--- config.mk ---
export PLATFORM = sky130hd
export DESIGN_NAME = fspc_top
export DESIGN_NICKNAME = d
export VERILOG_FILES = /design/src/hw/fspc_pkg.sv /design/src/hw/fspc_row_latch.sv /design/src/hw/fspc_top.sv /design/src/hw/fspc_unlock_key.sv
export SDC_FILE = /design/constraint.sdc
export NUM_CORES = 2
export LEC_CHECK = 0
export BUFFER_PORTS_ARGS = -buffer_cell sky130_fd_sc_hd__clkbuf_2
export CAP_MARGIN = 20
export CELL_PAD_IN_SITES_DETAIL_PLACEMENT = 0
export CELL_PAD_IN_SITES_GLOBAL_PLACEMENT = 1
export CORE_AREA = 2 2 388 390
export DETAILED_ROUTE_END_ITERATION = 16
export DIE_AREA = 0 0 390 392
export PLACE_DENSITY_LB_ADDON = 0.1
export SYNTH_ARGS = -nofsm -noshare
export SYNTH_HDL_FRONTEND = slang
export SYNTH_SLANG_ARGS = --single-unit
--- constraint.sdc ---
create_clock -name ref_clk -period 4.94 [get_ports ref_clk]
set_input_delay 0.741 -clock ref_clk [delete_from_list [all_inputs] [get_ports ref_clk]]
set_output_delay 0.741 -clock ref_clk [all_outputs]
set_load 0.03 [all_outputs]
--- src/hw/fspc_pkg.sv ---
package fspc_pkg;

   // ------------------------------------------------------------
   // Register map (word index on the bus)
   // ------------------------------------------------------------
   localparam int         ADDR_W     = 4;
   localparam logic [3:0] REG_CTRL   = 4'h0;
   localparam logic [3:0] REG_KEY    = 4'h1;
   localparam logic [3:0] REG_PAGE   = 4'h2;
   localparam logic [3:0] REG_EA     = 4'h3;
   localparam logic [3:0] REG_TLOW   = 4'h4;
   localparam logic [3:0] REG_THIGH  = 4'h5;
   localparam logic [3:0] REG_TMODE  = 4'h6;
   localparam logic [3:0] REG_STATUS = 4'h7;

   // ------------------------------------------------------------
   // Control register fields
   // ------------------------------------------------------------
   localparam logic [15:0] CTRL_RESET   = 16'h0000;
   localparam logic [15:0] CTRL_WR_MASK = 16'h604F;
   localparam int          CTRL_START   = 15;
   localparam logic [3:0]  OP_BULK_ERASE = 4'hF;
   localparam logic [3:0]  OP_WORD_PROG  = 4'h3;
   localparam logic [3:0]  OP_PAGE_ERASE = 4'h2;
   localparam logic [3:0]  OP_ROW_PROG   = 4'h1;

   // ------------------------------------------------------------
   // Unlock key, modes, status
   // ------------------------------------------------------------
   localparam logic [7:0]  KEY_FIRST   = 8'h55;
   localparam logic [7:0]  KEY_SECOND  = 8'hAA;
   localparam int          TMODE_BYTE  = 0;
   localparam int          STAT_BUSY   = 0;
   localparam int          STAT_ARMED  = 1;
   localparam logic [7:0]  PAGE_RESET  = 8'h00;
   localparam logic [15:0] EA_RESET    = 16'h0000;

   // ------------------------------------------------------------
   // Program space geometry
   // ------------------------------------------------------------
   localparam int         WORD_W     = 24;
   localparam int         ROW_WORDS  = 64;
   localparam int         ROW_IDX_W  = 6;
   localparam int         ROW_LSB    = 1;
   localparam int         ROW_MSB    = 6;
   localparam int         ROW_BASE   = 7;
   localparam int         BLOCK_BASE = 10;
   localparam int         PAGE_CFG   = 7;
   localparam logic [5:0] ROW_LAST   = 6'h3F;

   // ------------------------------------------------------------
   // Types
   // ------------------------------------------------------------
   typedef enum logic [2:0] {
      FCMD_READ        = 3'h0,
      FCMD_WORD_PROG   = 3'h1,
      FCMD_ROW_PROG    = 3'h2,
      FCMD_PAGE_ERASE  = 3'h3,
      FCMD_BULK_ERASE  = 3'h4
   } fspc_fcmd_t;

   typedef struct packed {
      logic       start;
      logic       enable;
      logic       err;
      logic [5:0] rsvdHi;
      logic       erase;
      logic [1:0] rsvdLo;
      logic [3:0] op;
   } fspc_ctrl_t;

   typedef struct packed {
      fspc_fcmd_t  cmd;
      logic [23:0] addr;
      logic [23:0] data;
   } fspc_freq_t;

   typedef enum logic [2:0] {
      ST_IDLE     = 3'h0,
      ST_ACK      = 3'h1,
      ST_RD_WAIT  = 3'h2,
      ST_OP_ISSUE = 3'h3,
      ST_OP_WAIT  = 3'h4,
      ST_OP_END   = 3'h5
   } fspc_state_t;

endpackage : fspc_pkg

--- src/hw/fspc_row_latch.sv ---
`timescale 1ns/1ps
module fspc_row_latch
   import fspc_pkg::*;
(
   // Clock
   input  wire logic                 ref_clk,
   // Write port
   input  wire logic                 program_erase_enable,
   input  wire logic [ROW_IDX_W-1:0] wrIdx,
   input  wire logic [2:0]           wrLanes,
   input  wire logic [WORD_W-1:0]    wrData,
   // Read port
   input  wire logic [ROW_IDX_W-1:0] rdIdx,
   output logic      [WORD_W-1:0]    rdData
);

   // Not reset: power up unknown
   logic [WORD_W-1:0] latchMem [ROW_WORDS];

   always_ff @(posedge ref_clk) begin
      for (int g = 0; g < 3; g++) begin
         if (program_erase_enable && wrLanes[g]) begin
            latchMem[wrIdx][g*8 +: 8] <= wrData[g*8 +: 8];
         end
      end
   end

   assign rdData = latchMem[rdIdx];

endmodule : fspc_row_latch

--- src/hw/fspc_top.sv ---
// How it works
// - Address is page field over 16-bit effective address.
// - Low table access reaches bits 15..0, word or byte.
// - High table access reaches bits 23..16, word or byte.
// - Rows of 64 words; row or single-word program.
// - Page erase clears eight rows, 512 words.
// - Row and erase blocks aligned; low bits ignored.
// - Table writes fill latches outside config space (page bit 7); array changes only on an operation.
// - Any number of latch writes; 64 fill a row.
// - Latch writes in any order; later writes replace.
// - A table write is a two-cycle latch write.
// - Start needs keys 55h then AAh just before.
// - Processor stalls until erase or program ends.
// - Start bit launches and self-clears at the end.
// - Start only set by software; control resets to zero.
// - Error flag set by hardware, software read/writable.
// - Unused control bits read zero, ignore writes.
// - Enable bit low blocks every start.
// - Error flag set on bad sequence or failure, cleared on clean end.
// - Erase select: one erases, zero programs.
// - Codes: F bulk erase, 3 word, 2 page erase, 1 row.
`timescale 1ns/1ps
module fspc_top
   import fspc_pkg::*;
(
   // Clock and reset
   input  wire logic              ref_clk,
   input  wire logic              rst,
   // Avalon-MM slave
   input  wire logic [ADDR_W-1:0] avs_address,
   input  wire logic              avs_read,
   input  wire logic              avs_write,
   input  wire logic [31:0]       avs_writedata,
   input  wire logic [3:0]        avs_byteenable,
   output logic      [31:0]       avs_readdata,
   output logic                   avs_waitrequest,
   // Processor stall
   output logic                   cpuStall,
   // Flash array port
   output logic                   flashValid,
   output fspc_freq_t             flashReq,
   input  wire logic              flashAck,
   input  wire logic              flashFail,
   input  wire logic [WORD_W-1:0] flashRdData
);

   // ------------------------------------------------------------
   // State
   // ------------------------------------------------------------
   fspc_state_t          state_ff;
   fspc_state_t          nxt_state;
   fspc_ctrl_t           ctrl_ff;
   logic [7:0]           page_ff;
   logic [15:0]          ea_ff;
   logic                 byteMode_ff;
   logic [ROW_IDX_W-1:0] idx_ff;
   logic                 opFail_ff;
   logic                 rdHigh_ff;
   logic [31:0]          rdData_ff;
   logic                 waitReq_ff;
   logic                 stall_ff;
   logic                 fValid_ff;
   fspc_freq_t           fReq_ff;
   logic                 armed;

   assign avs_readdata    = rdData_ff;
   assign avs_waitrequest = waitReq_ff;
   assign cpuStall        = stall_ff;
   assign flashValid      = fValid_ff;
   assign flashReq        = fReq_ff;

   // ------------------------------------------------------------
   // Request decode
   // ------------------------------------------------------------
   logic        take;
   logic        wrTake;
   logic        rdTake;
   logic [23:0] tblAddr;
   logic        cfgSpace;
   logic        tblRd;
   logic        tblWr;

   assign take     = (state_ff == ST_IDLE) && (avs_read || avs_write);
   assign wrTake   = take && avs_write;
   assign rdTake   = take && !avs_write;
   assign tblAddr  = {page_ff, ea_ff};
   assign cfgSpace = page_ff[PAGE_CFG];
   assign tblRd    = rdTake && (avs_address == REG_TLOW || avs_address == REG_THIGH);
   assign tblWr    = wrTake && (avs_address == REG_TLOW || avs_address == REG_THIGH);

   // ------------------------------------------------------------
   // Control write and start decision
   // ------------------------------------------------------------
   logic [15:0] laneMask;
   logic [15:0] ctrlMerged;
   fspc_ctrl_t  ctrlNew;
   logic        ctrlWr;
   logic        startReq;
   logic        opKnown;
   logic        opMatch;
   logic        launch;
   logic        badSeq;

   assign laneMask   = {{8{avs_byteenable[1]}}, {8{avs_byteenable[0]}}} & CTRL_WR_MASK;
   assign ctrlMerged = (ctrl_ff & ~laneMask) | (avs_writedata[15:0] & laneMask);
   assign ctrlNew    = ctrlMerged;
   assign ctrlWr     = wrTake && (avs_address == REG_CTRL);
   assign startReq   = ctrlWr && avs_byteenable[1] && avs_writedata[CTRL_START];

   always_comb begin
      opKnown = 1'b1;
      opMatch = 1'b0;
      case (ctrlNew.op)
         OP_BULK_ERASE: opMatch = ctrlNew.erase;
         OP_PAGE_ERASE: opMatch = ctrlNew.erase;
         OP_WORD_PROG:  opMatch = !ctrlNew.erase;
         OP_ROW_PROG:   opMatch = !ctrlNew.erase;
         default:       opKnown = 1'b0;
      endcase
   end

   assign launch = startReq && ctrlNew.enable && armed && opMatch;
   assign badSeq = startReq && (!ctrlNew.enable || !armed || !opKnown);

   // ------------------------------------------------------------
   // Unlock key tracker
   // ------------------------------------------------------------
   fspc_unlock_key u_key (
      .ref_clk  (ref_clk),
      .rst      (rst),
      .keyWr    (wrTake && (avs_address == REG_KEY)),
      .keyByte  (avs_writedata[7:0]),
      .otherWr  (wrTake && (avs_address != REG_KEY)),
      .armed_ff (armed)
   );

   // ------------------------------------------------------------
   // Holding latches
   // ------------------------------------------------------------
   logic [2:0]           latchLanes;
   logic [WORD_W-1:0]    latchWrData;
   logic [WORD_W-1:0]    latchRdData;
   logic [ROW_IDX_W-1:0] latchRdIdx;
   logic                 rowOp;

   always_comb begin
      latchLanes  = 3'h0;
      latchWrData = 24'h000000;
      if (avs_address == REG_TLOW) begin
         if (!byteMode_ff) begin
            latchLanes  = 3'h3;
            latchWrData = {8'h00, avs_writedata[15:0]};
         end else if (ea_ff[0]) begin
            latchLanes  = 3'h2;
            latchWrData = {8'h00, avs_writedata[7:0], 8'h00};
         end else begin
            latchLanes  = 3'h1;
            latchWrData = {16'h0000, avs_writedata[7:0]};
         end
      end else if (!byteMode_ff || !ea_ff[0]) begin
         latchLanes  = 3'h4;
         latchWrData = {avs_writedata[7:0], 16'h0000};
      end
   end

   assign rowOp      = (ctrl_ff.op == OP_ROW_PROG);
   assign latchRdIdx = rowOp ? idx_ff : tblAddr[ROW_MSB:ROW_LSB];

   fspc_row_latch u_latch (
      .ref_clk (ref_clk),
      .program_erase_enable    (tblWr && !cfgSpace),
      .wrIdx   (tblAddr[ROW_MSB:ROW_LSB]),
      .wrLanes (latchLanes),
      .wrData  (latchWrData),
      .rdIdx   (latchRdIdx),
      .rdData  (latchRdData)
   );

   // ------------------------------------------------------------
   // Sequencer state
   // ------------------------------------------------------------
   logic opDone;

   assign opDone = (state_ff == ST_OP_WAIT) && flashAck && !(rowOp && idx_ff != ROW_LAST);

   always_comb begin
      nxt_state = state_ff;
      case (state_ff)
         ST_IDLE: begin
            if (launch) begin
               nxt_state = ST_OP_ISSUE;
            end else if (tblRd) begin
               nxt_state = ST_RD_WAIT;
            end else if (take) begin
               nxt_state = ST_ACK;
            end
         end
         ST_ACK:      nxt_state = ST_IDLE;
         ST_RD_WAIT:  nxt_state = flashAck ? ST_ACK : ST_RD_WAIT;
         ST_OP_ISSUE: nxt_state = ST_OP_WAIT;
         ST_OP_WAIT: begin
            if (opDone) begin
               nxt_state = ST_OP_END;
            end else if (flashAck) begin
               nxt_state = ST_OP_ISSUE;
            end
         end
         ST_OP_END:   nxt_state = ST_ACK;
         default:     nxt_state = ST_IDLE;
      endcase
   end

   always_ff @(posedge ref_clk) begin
      if (rst) begin
         state_ff   <= ST_IDLE;
         waitReq_ff <= 1'b1;
         stall_ff   <= 1'b0;
      end else begin
         state_ff   <= nxt_state;
         waitReq_ff <= (nxt_state != ST_ACK);
         stall_ff   <= (nxt_state == ST_OP_ISSUE) || (nxt_state == ST_OP_WAIT) ||
                       (nxt_state == ST_OP_END);
      end
   end

   // ------------------------------------------------------------
   // Control register
   // ------------------------------------------------------------
   always_ff @(posedge ref_clk) begin
      if (rst) begin
         ctrl_ff <= CTRL_RESET;
      end else begin
         if (ctrlWr) begin
            ctrl_ff.enable <= ctrlNew.enable;
            ctrl_ff.err    <= ctrlNew.err;
            ctrl_ff.erase  <= ctrlNew.erase;
            ctrl_ff.op     <= ctrlNew.op;
         end
         if (launch) begin
            ctrl_ff.start <= 1'b1;
         end
         if (state_ff == ST_OP_END) begin
            ctrl_ff.start <= 1'b0;
            ctrl_ff.err   <= opFail_ff;
         end
         if (badSeq) begin
            ctrl_ff.err <= 1'b1;
         end
      end
   end

   // ------------------------------------------------------------
   // Table pointer and mode
   // ------------------------------------------------------------
   always_ff @(posedge ref_clk) begin
      if (rst) begin
         page_ff     <= PAGE_RESET;
         ea_ff       <= EA_RESET;
         byteMode_ff <= 1'b0;
      end else if (wrTake) begin
         if (avs_address == REG_PAGE && avs_byteenable[0]) begin
            page_ff <= avs_writedata[7:0];
         end
         if (avs_address == REG_EA) begin
            if (avs_byteenable[0]) begin
               ea_ff[7:0] <= avs_writedata[7:0];
            end
            if (avs_byteenable[1]) begin
               ea_ff[15:8] <= avs_writedata[15:8];
            end
         end
         if (avs_address == REG_TMODE && avs_byteenable[0]) begin
            byteMode_ff <= avs_writedata[TMODE_BYTE];
         end
      end
   end

   // ------------------------------------------------------------
   // Flash request
   // ------------------------------------------------------------
   always_ff @(posedge ref_clk) begin
      if (rst) begin
         fValid_ff <= 1'b0;
         fReq_ff   <= '0;
         idx_ff    <= '0;
         opFail_ff <= 1'b0;
         rdHigh_ff <= 1'b0;
      end else begin
         if (launch) begin
            idx_ff    <= '0;
            opFail_ff <= 1'b0;
         end
         if (state_ff == ST_IDLE && tblRd) begin
            fValid_ff    <= 1'b1;
            fReq_ff.cmd  <= FCMD_READ;
            fReq_ff.addr <= {tblAddr[23:1], 1'b0};
            fReq_ff.data <= 24'h000000;
            rdHigh_ff    <= (avs_address == REG_THIGH);
         end
         if (state_ff == ST_OP_ISSUE) begin
            fValid_ff    <= 1'b1;
            fReq_ff.data <= latchRdData;
            case (ctrl_ff.op)
               OP_ROW_PROG: begin
                  fReq_ff.cmd  <= FCMD_ROW_PROG;
                  fReq_ff.addr <= {tblAddr[23:ROW_BASE], idx_ff, 1'b0};
               end
               OP_WORD_PROG: begin
                  fReq_ff.cmd  <= FCMD_WORD_PROG;
                  fReq_ff.addr <= {tblAddr[23:1], 1'b0};
               end
               OP_PAGE_ERASE: begin
                  fReq_ff.cmd  <= FCMD_PAGE_ERASE;
                  fReq_ff.addr <= {tblAddr[23:BLOCK_BASE], 10'h000};
               end
               default: begin
                  fReq_ff.cmd  <= FCMD_BULK_ERASE;
                  fReq_ff.addr <= 24'h000000;
               end
            endcase
         end
         if (fValid_ff && flashAck) begin
            fValid_ff <= 1'b0;
         end
         if (state_ff == ST_OP_WAIT && flashAck) begin
            idx_ff <= ROW_IDX_W'(idx_ff + 1'b1);
            if (flashFail) begin
               opFail_ff <= 1'b1;
            end
         end
      end
   end

   // ------------------------------------------------------------
   // Read data
   // ------------------------------------------------------------
   function automatic logic [31:0] fmtTable(input logic [WORD_W-1:0] w, input logic hi,
                                            input logic bm, input logic sel);
      logic [31:0] r;
      r = 32'h00000000;
      if (!hi) begin
         r[15:0] = bm ? {8'h00, (sel ? w[15:8] : w[7:0])} : w[15:0];
      end else if (!(bm && sel)) begin
         r[7:0] = w[23:16];
      end
      return r;
   endfunction : fmtTable

   logic [31:0] regMux;

   always_comb begin
      regMux = 32'h00000000;
      case (avs_address)
         REG_CTRL:   regMux[15:0] = ctrl_ff;
         REG_PAGE:   regMux[7:0]  = page_ff;
         REG_EA:     regMux[15:0] = ea_ff;
         REG_TMODE:  regMux[TMODE_BYTE] = byteMode_ff;
         REG_STATUS: begin
            regMux[STAT_BUSY]  = ctrl_ff.start;
            regMux[STAT_ARMED] = armed;
         end
         default:    regMux = 32'h00000000;
      endcase
   end

   always_ff @(posedge ref_clk) begin
      if (rst) begin
         rdData_ff <= 32'h00000000;
      end else if (rdTake && !tblRd) begin
         rdData_ff <= regMux;
      end else if (state_ff == ST_RD_WAIT && flashAck) begin
         rdData_ff <= fmtTable(flashRdData, rdHigh_ff, byteMode_ff, ea_ff[0]);
      end
   end

endmodule : fspc_top

--- src/hw/fspc_unlock_key.sv ---
`timescale 1ns/1ps
module fspc_unlock_key
   import fspc_pkg::*;
(
   // Clock and reset
   input  wire logic       ref_clk,
   input  wire logic       rst,
   // Accepted writes
   input  wire logic       keyWr,
   input  wire logic [7:0] keyByte,
   input  wire logic       otherWr,
   // Unlock state
   output logic            armed_ff
);

   logic firstSeen_ff;

   always_ff @(posedge ref_clk) begin
      if (rst) begin
         firstSeen_ff <= 1'b0;
         armed_ff     <= 1'b0;
      end else if (keyWr) begin
         firstSeen_ff <= (keyByte == KEY_FIRST);
         armed_ff     <= firstSeen_ff && (keyByte == KEY_SECOND);
      end else if (otherWr) begin
         // Any other write disarms
         firstSeen_ff <= 1'b0;
         armed_ff     <= 1'b0;
      end
   end

endmodule : fspc_unlock_key
==> summary.md <==
| Metric | Value |
|---|---|
| Root Buffer | `clkbuf_16` |
| Clk buf depth | `3` |
| Most frequent cells in the layout | `edfxtp_1 (1536), nand2_1 (1018), nor2_1 (393)` |
| Final worst-path cycle share | `82.7%` |
| Asr flop ratio synth | `0%` |
| Crit Path Class | `reg -> reg` |
| Maximum vdd drop | `365 uV` |
| Fill cell count | `12900` |
| Distinct cells, synth | `59` |
| Placed cells | `6663` |
| Routed WL | `185 mm` |
| Die W | `390 um` |
| Initial DRT Pass Iterations | `5` |
| Hold buffer count at cts | `0` |
| Relative slew slack | `21.7%` |
| CORE AREA | `149000 um2` |
| Initial drt markers | `3620` |
| Initial core utilization | `43.6%` |
| Total GRT Usage | `24.1%` |
| Ports | `156` |
| Reg clk slew, reported paths | `0.06 ns` |
| Static Leak | `25.0 nW` |
| Yosys top cell area share | `71.1%` |
| Max_cap viols | `0` |
| Synthesized instance count | `4720` |
| Row Count | `142` |
| Buffer count from post-CTS setup fixing | `0` |
| Largest net degree at the start of global routing | `123` |
| # clock sinks | `1651` |
| Crit start category | `register` |
| Port Buffers | `120` |
| Clock H-tree levels | `4` |
| Post-DP HPWL | `118 mm` |
| Vias in the first global route | `38200` |
| RR Endpoint | `flashReq[9]$_SDFFE_PP0P_` |
| Setup-failing EPs final | `0` |
| Residual DRC | `0` |
| WHS Path Cells | `3` |
| Seq/Total Area, Yosys | `74.6%` |
| Number of synthesized register bits | `1651` |
| Number of synthesis warnings | `0` |
| Period minus WS final | `4.09 ns` |
| Initial antenna violation count | `2` |
| CTS tree | `done` |
| Final Cell Area | `74200 um2` |
| Final ANT Viol Nets | `0` |
| Ys flop type | `edfxtp_1` |
| Layout Cells excl Fill | `6987` |
| Layout area overhead | `14.3%` |
| Slew @ Worst Pin | `1.17 ns` |
| Routed vias/inst | `5.66` |
| Die area | `153000 um2` |
| Post-cts resize count | `0` |
| Hold Fails Final Rpt | `0` |
| RSZ-0062 raised after global routing | `no` |
| First-pass GRT wire length | `269 mm` |
| Total vias in the final route | `39600` |
| Min-delay worst type | `in -> reg` |
| CTS buffer count | `173` |
| Number of flops mapped to enable cells by yosys | `1536` |
| Pwr/cell area | `385 nW/um2` |
| Mean Syn Cell Area | `13.7 um2` |
| Fmax | `245 MHz` |
| Hold path start | `flashRdData[14]` |
| R2R setup slack | `0.85 ns` |
| DR WL/cell | `26.4 um` |
| Grt total ovfl | `0` |
| Most common cell after layout, fill and taps aside | `edfxtp_1` |
| CP arrival | `4.83 ns` |
| Clk_lat worst skew | `0.81 ns` |
| Netlist Area Pre-Place | `64900 um2` |
| Share of layout cells above drive strength 1 | `13.4%` |
| Final setup TNS | `0 ns` |
| Synth area leaders | `edfxtp_1 (71%), nand2_1 (5.9%), dfxtp_1 (3.5%)` |
| Status | `finished, final reports clean` |
| Final Wtd Congestion | `0.854` |
| Placed cell area | `68600 um2` |
| Final nets | `4966` |
| DIE HEIGHT | `392 um` |
| R2R Path Start | `ctrl_ff[0]$_SDFFE_PP0N_` |
| Max FO, Critical Path | `17` |
| Cell count of the worst reg-to-reg path | `9` |
| Setup Skew | `0.0250 ns` |
| Endpoint class of the critical path | `register` |
| Slew Limit Fails | `0` |
| Hold Path End | `avs_readdata[14]$_SDFFE_PP0P_` |
| Critical Path RT | `5.69 ns` |
| Synth area leader | `edfxtp_1` |
-- cell families after synthesis --
kind of cell	after synthesis	share of synthesized area [%]
simple gates	1972	12.9
compound gates	579	6.36
other cells	1	0.00578
xor+xnor	1	0.0135
buf+inv	331	2.24
fa+ha+maj	1	0.0193
flops	1651	74.6
mux	184	3.81
-- stage by stage --
step	power (mW)	worst slack (ns)	utilization, %	hold slack, ns
floorplan	15.8	0.805	-	0.443
global placement	16.0	0.886	46.0	0.441
detailed placement	16.0	0.842	46.1	0.449
CTS	28.8	0.834	49.8	0.121
global route	29.4	0.674	49.8	0.163
finish	28.6	0.855	49.8	0.181
-- synthesized netlist by cell type (all sizes together) (11+ instances only) --
master / n
a221o: 24
a41oi: 23
nand4: 96
a31oi: 150
nor2b: 11
mux2i: 128
nor2: 410
a22oi: 28
o21ai: 87
mux4: 49
nand2: 1018
dfxtp: 115
nand3: 342
o221ai: 96
nor3: 25
a21oi: 59
buf: 119
and3: 22
edfxtp: 1536
clkbuf: 209
a32oi: 74
-- sequential cells by signal (all words and copies together) (netlist names) --
signal and count:
u_latch.latchMem 1536, opFail_ff 1, state_ff 3, flashValid 1, rdHigh_ff 1, idx_ff 6
flashReq 50, avs_waitrequest 1, page_ff 8, avs_readdata 16, u_key.armed_ff 1, cpuStall 1
ctrl_ff 8, u_key.firstSeen_ff 1, byteMode_ff 1, ea_ff 16
-- worst max-delay path by stage --
stage / cells past startpoint / start / end / slack [ns]
2_1_floorplan: 7 / avs_address[2] / u_latch.latchMem[0][10]$_DFFE_PP_ / 0.81
3_3_place_gp: 9 / ctrl_ff[3]$_SDFFE_PP0N_ / flashReq[12]$_SDFFE_PP0P_ / 0.89
3_5_place_dp: 9 / ctrl_ff[0]$_SDFFE_PP0N_ / flashReq[12]$_SDFFE_PP0P_ / 0.84
4_1_cts: 9 / ctrl_ff[0]$_SDFFE_PP0N_ / flashReq[12]$_SDFFE_PP0P_ / 0.83
5_1_grt: 9 / ctrl_ff[0]$_SDFFE_PP0N_ / flashReq[2]$_SDFFE_PP0P_ / 0.67
6_report: 9 / ctrl_ff[0]$_SDFFE_PP0N_ / flashReq[9]$_SDFFE_PP0P_ / 0.85
-- where the power goes --
group | internal [mW] | switching, mW | total [mW]
Combinational | 0.108 | 0.387 | 0.496
Clock | 7.53 | 5.36 | 12.9
Sequential | 15.2 | 0.0145 | 15.2
Total | 22.8 | 5.76 | 28.6
-- metal layers --
| layer | part of all wire, % | vias up | routed length [um] | track usage, % |
|---|---|---|---|---|
| met3 | 5.2 | 227 | 9680 | 3.67 |
| met1 | 44 | 20100 | 81600 | 33.8 |
| met5 | 0.082 | - | 151 | 0.734 |
| met4 | 2.3 | 2 | 4330 | 6.52 |
| met2 | 48 | 1106 | 88800 | 39.2 |
| li1 | - | 18100 | - | - |
-- cell type report --
type,count,area [um2],area share [%]
Sequential cell,1651,48400,65.3
Multi-Input combinational cell,2754,15400,20.7
Clock buffer,237,4810,6.48
Tap cell,1944,2430,3.28
Timing Repair Buffer,312,2360,3.18
Clock inverter,85,791,1.07
Inverter,3,11.3,0.0152
Antenna cell,1,2.50,0.00337
-- critical path, cell delays in order, from the launching register on --
cell,delay [ns]
dfxtp_1,0.45
nor4b_4,0.67
buf_12,0.27
mux2i_4,0.91
nor2_4,0.39
buf_4,0.29
a31oi_1,0.25
nand3_1,0.19
nand4_1,0.35
a221o_1,0.20
Power figures use the tool's default switching activity.
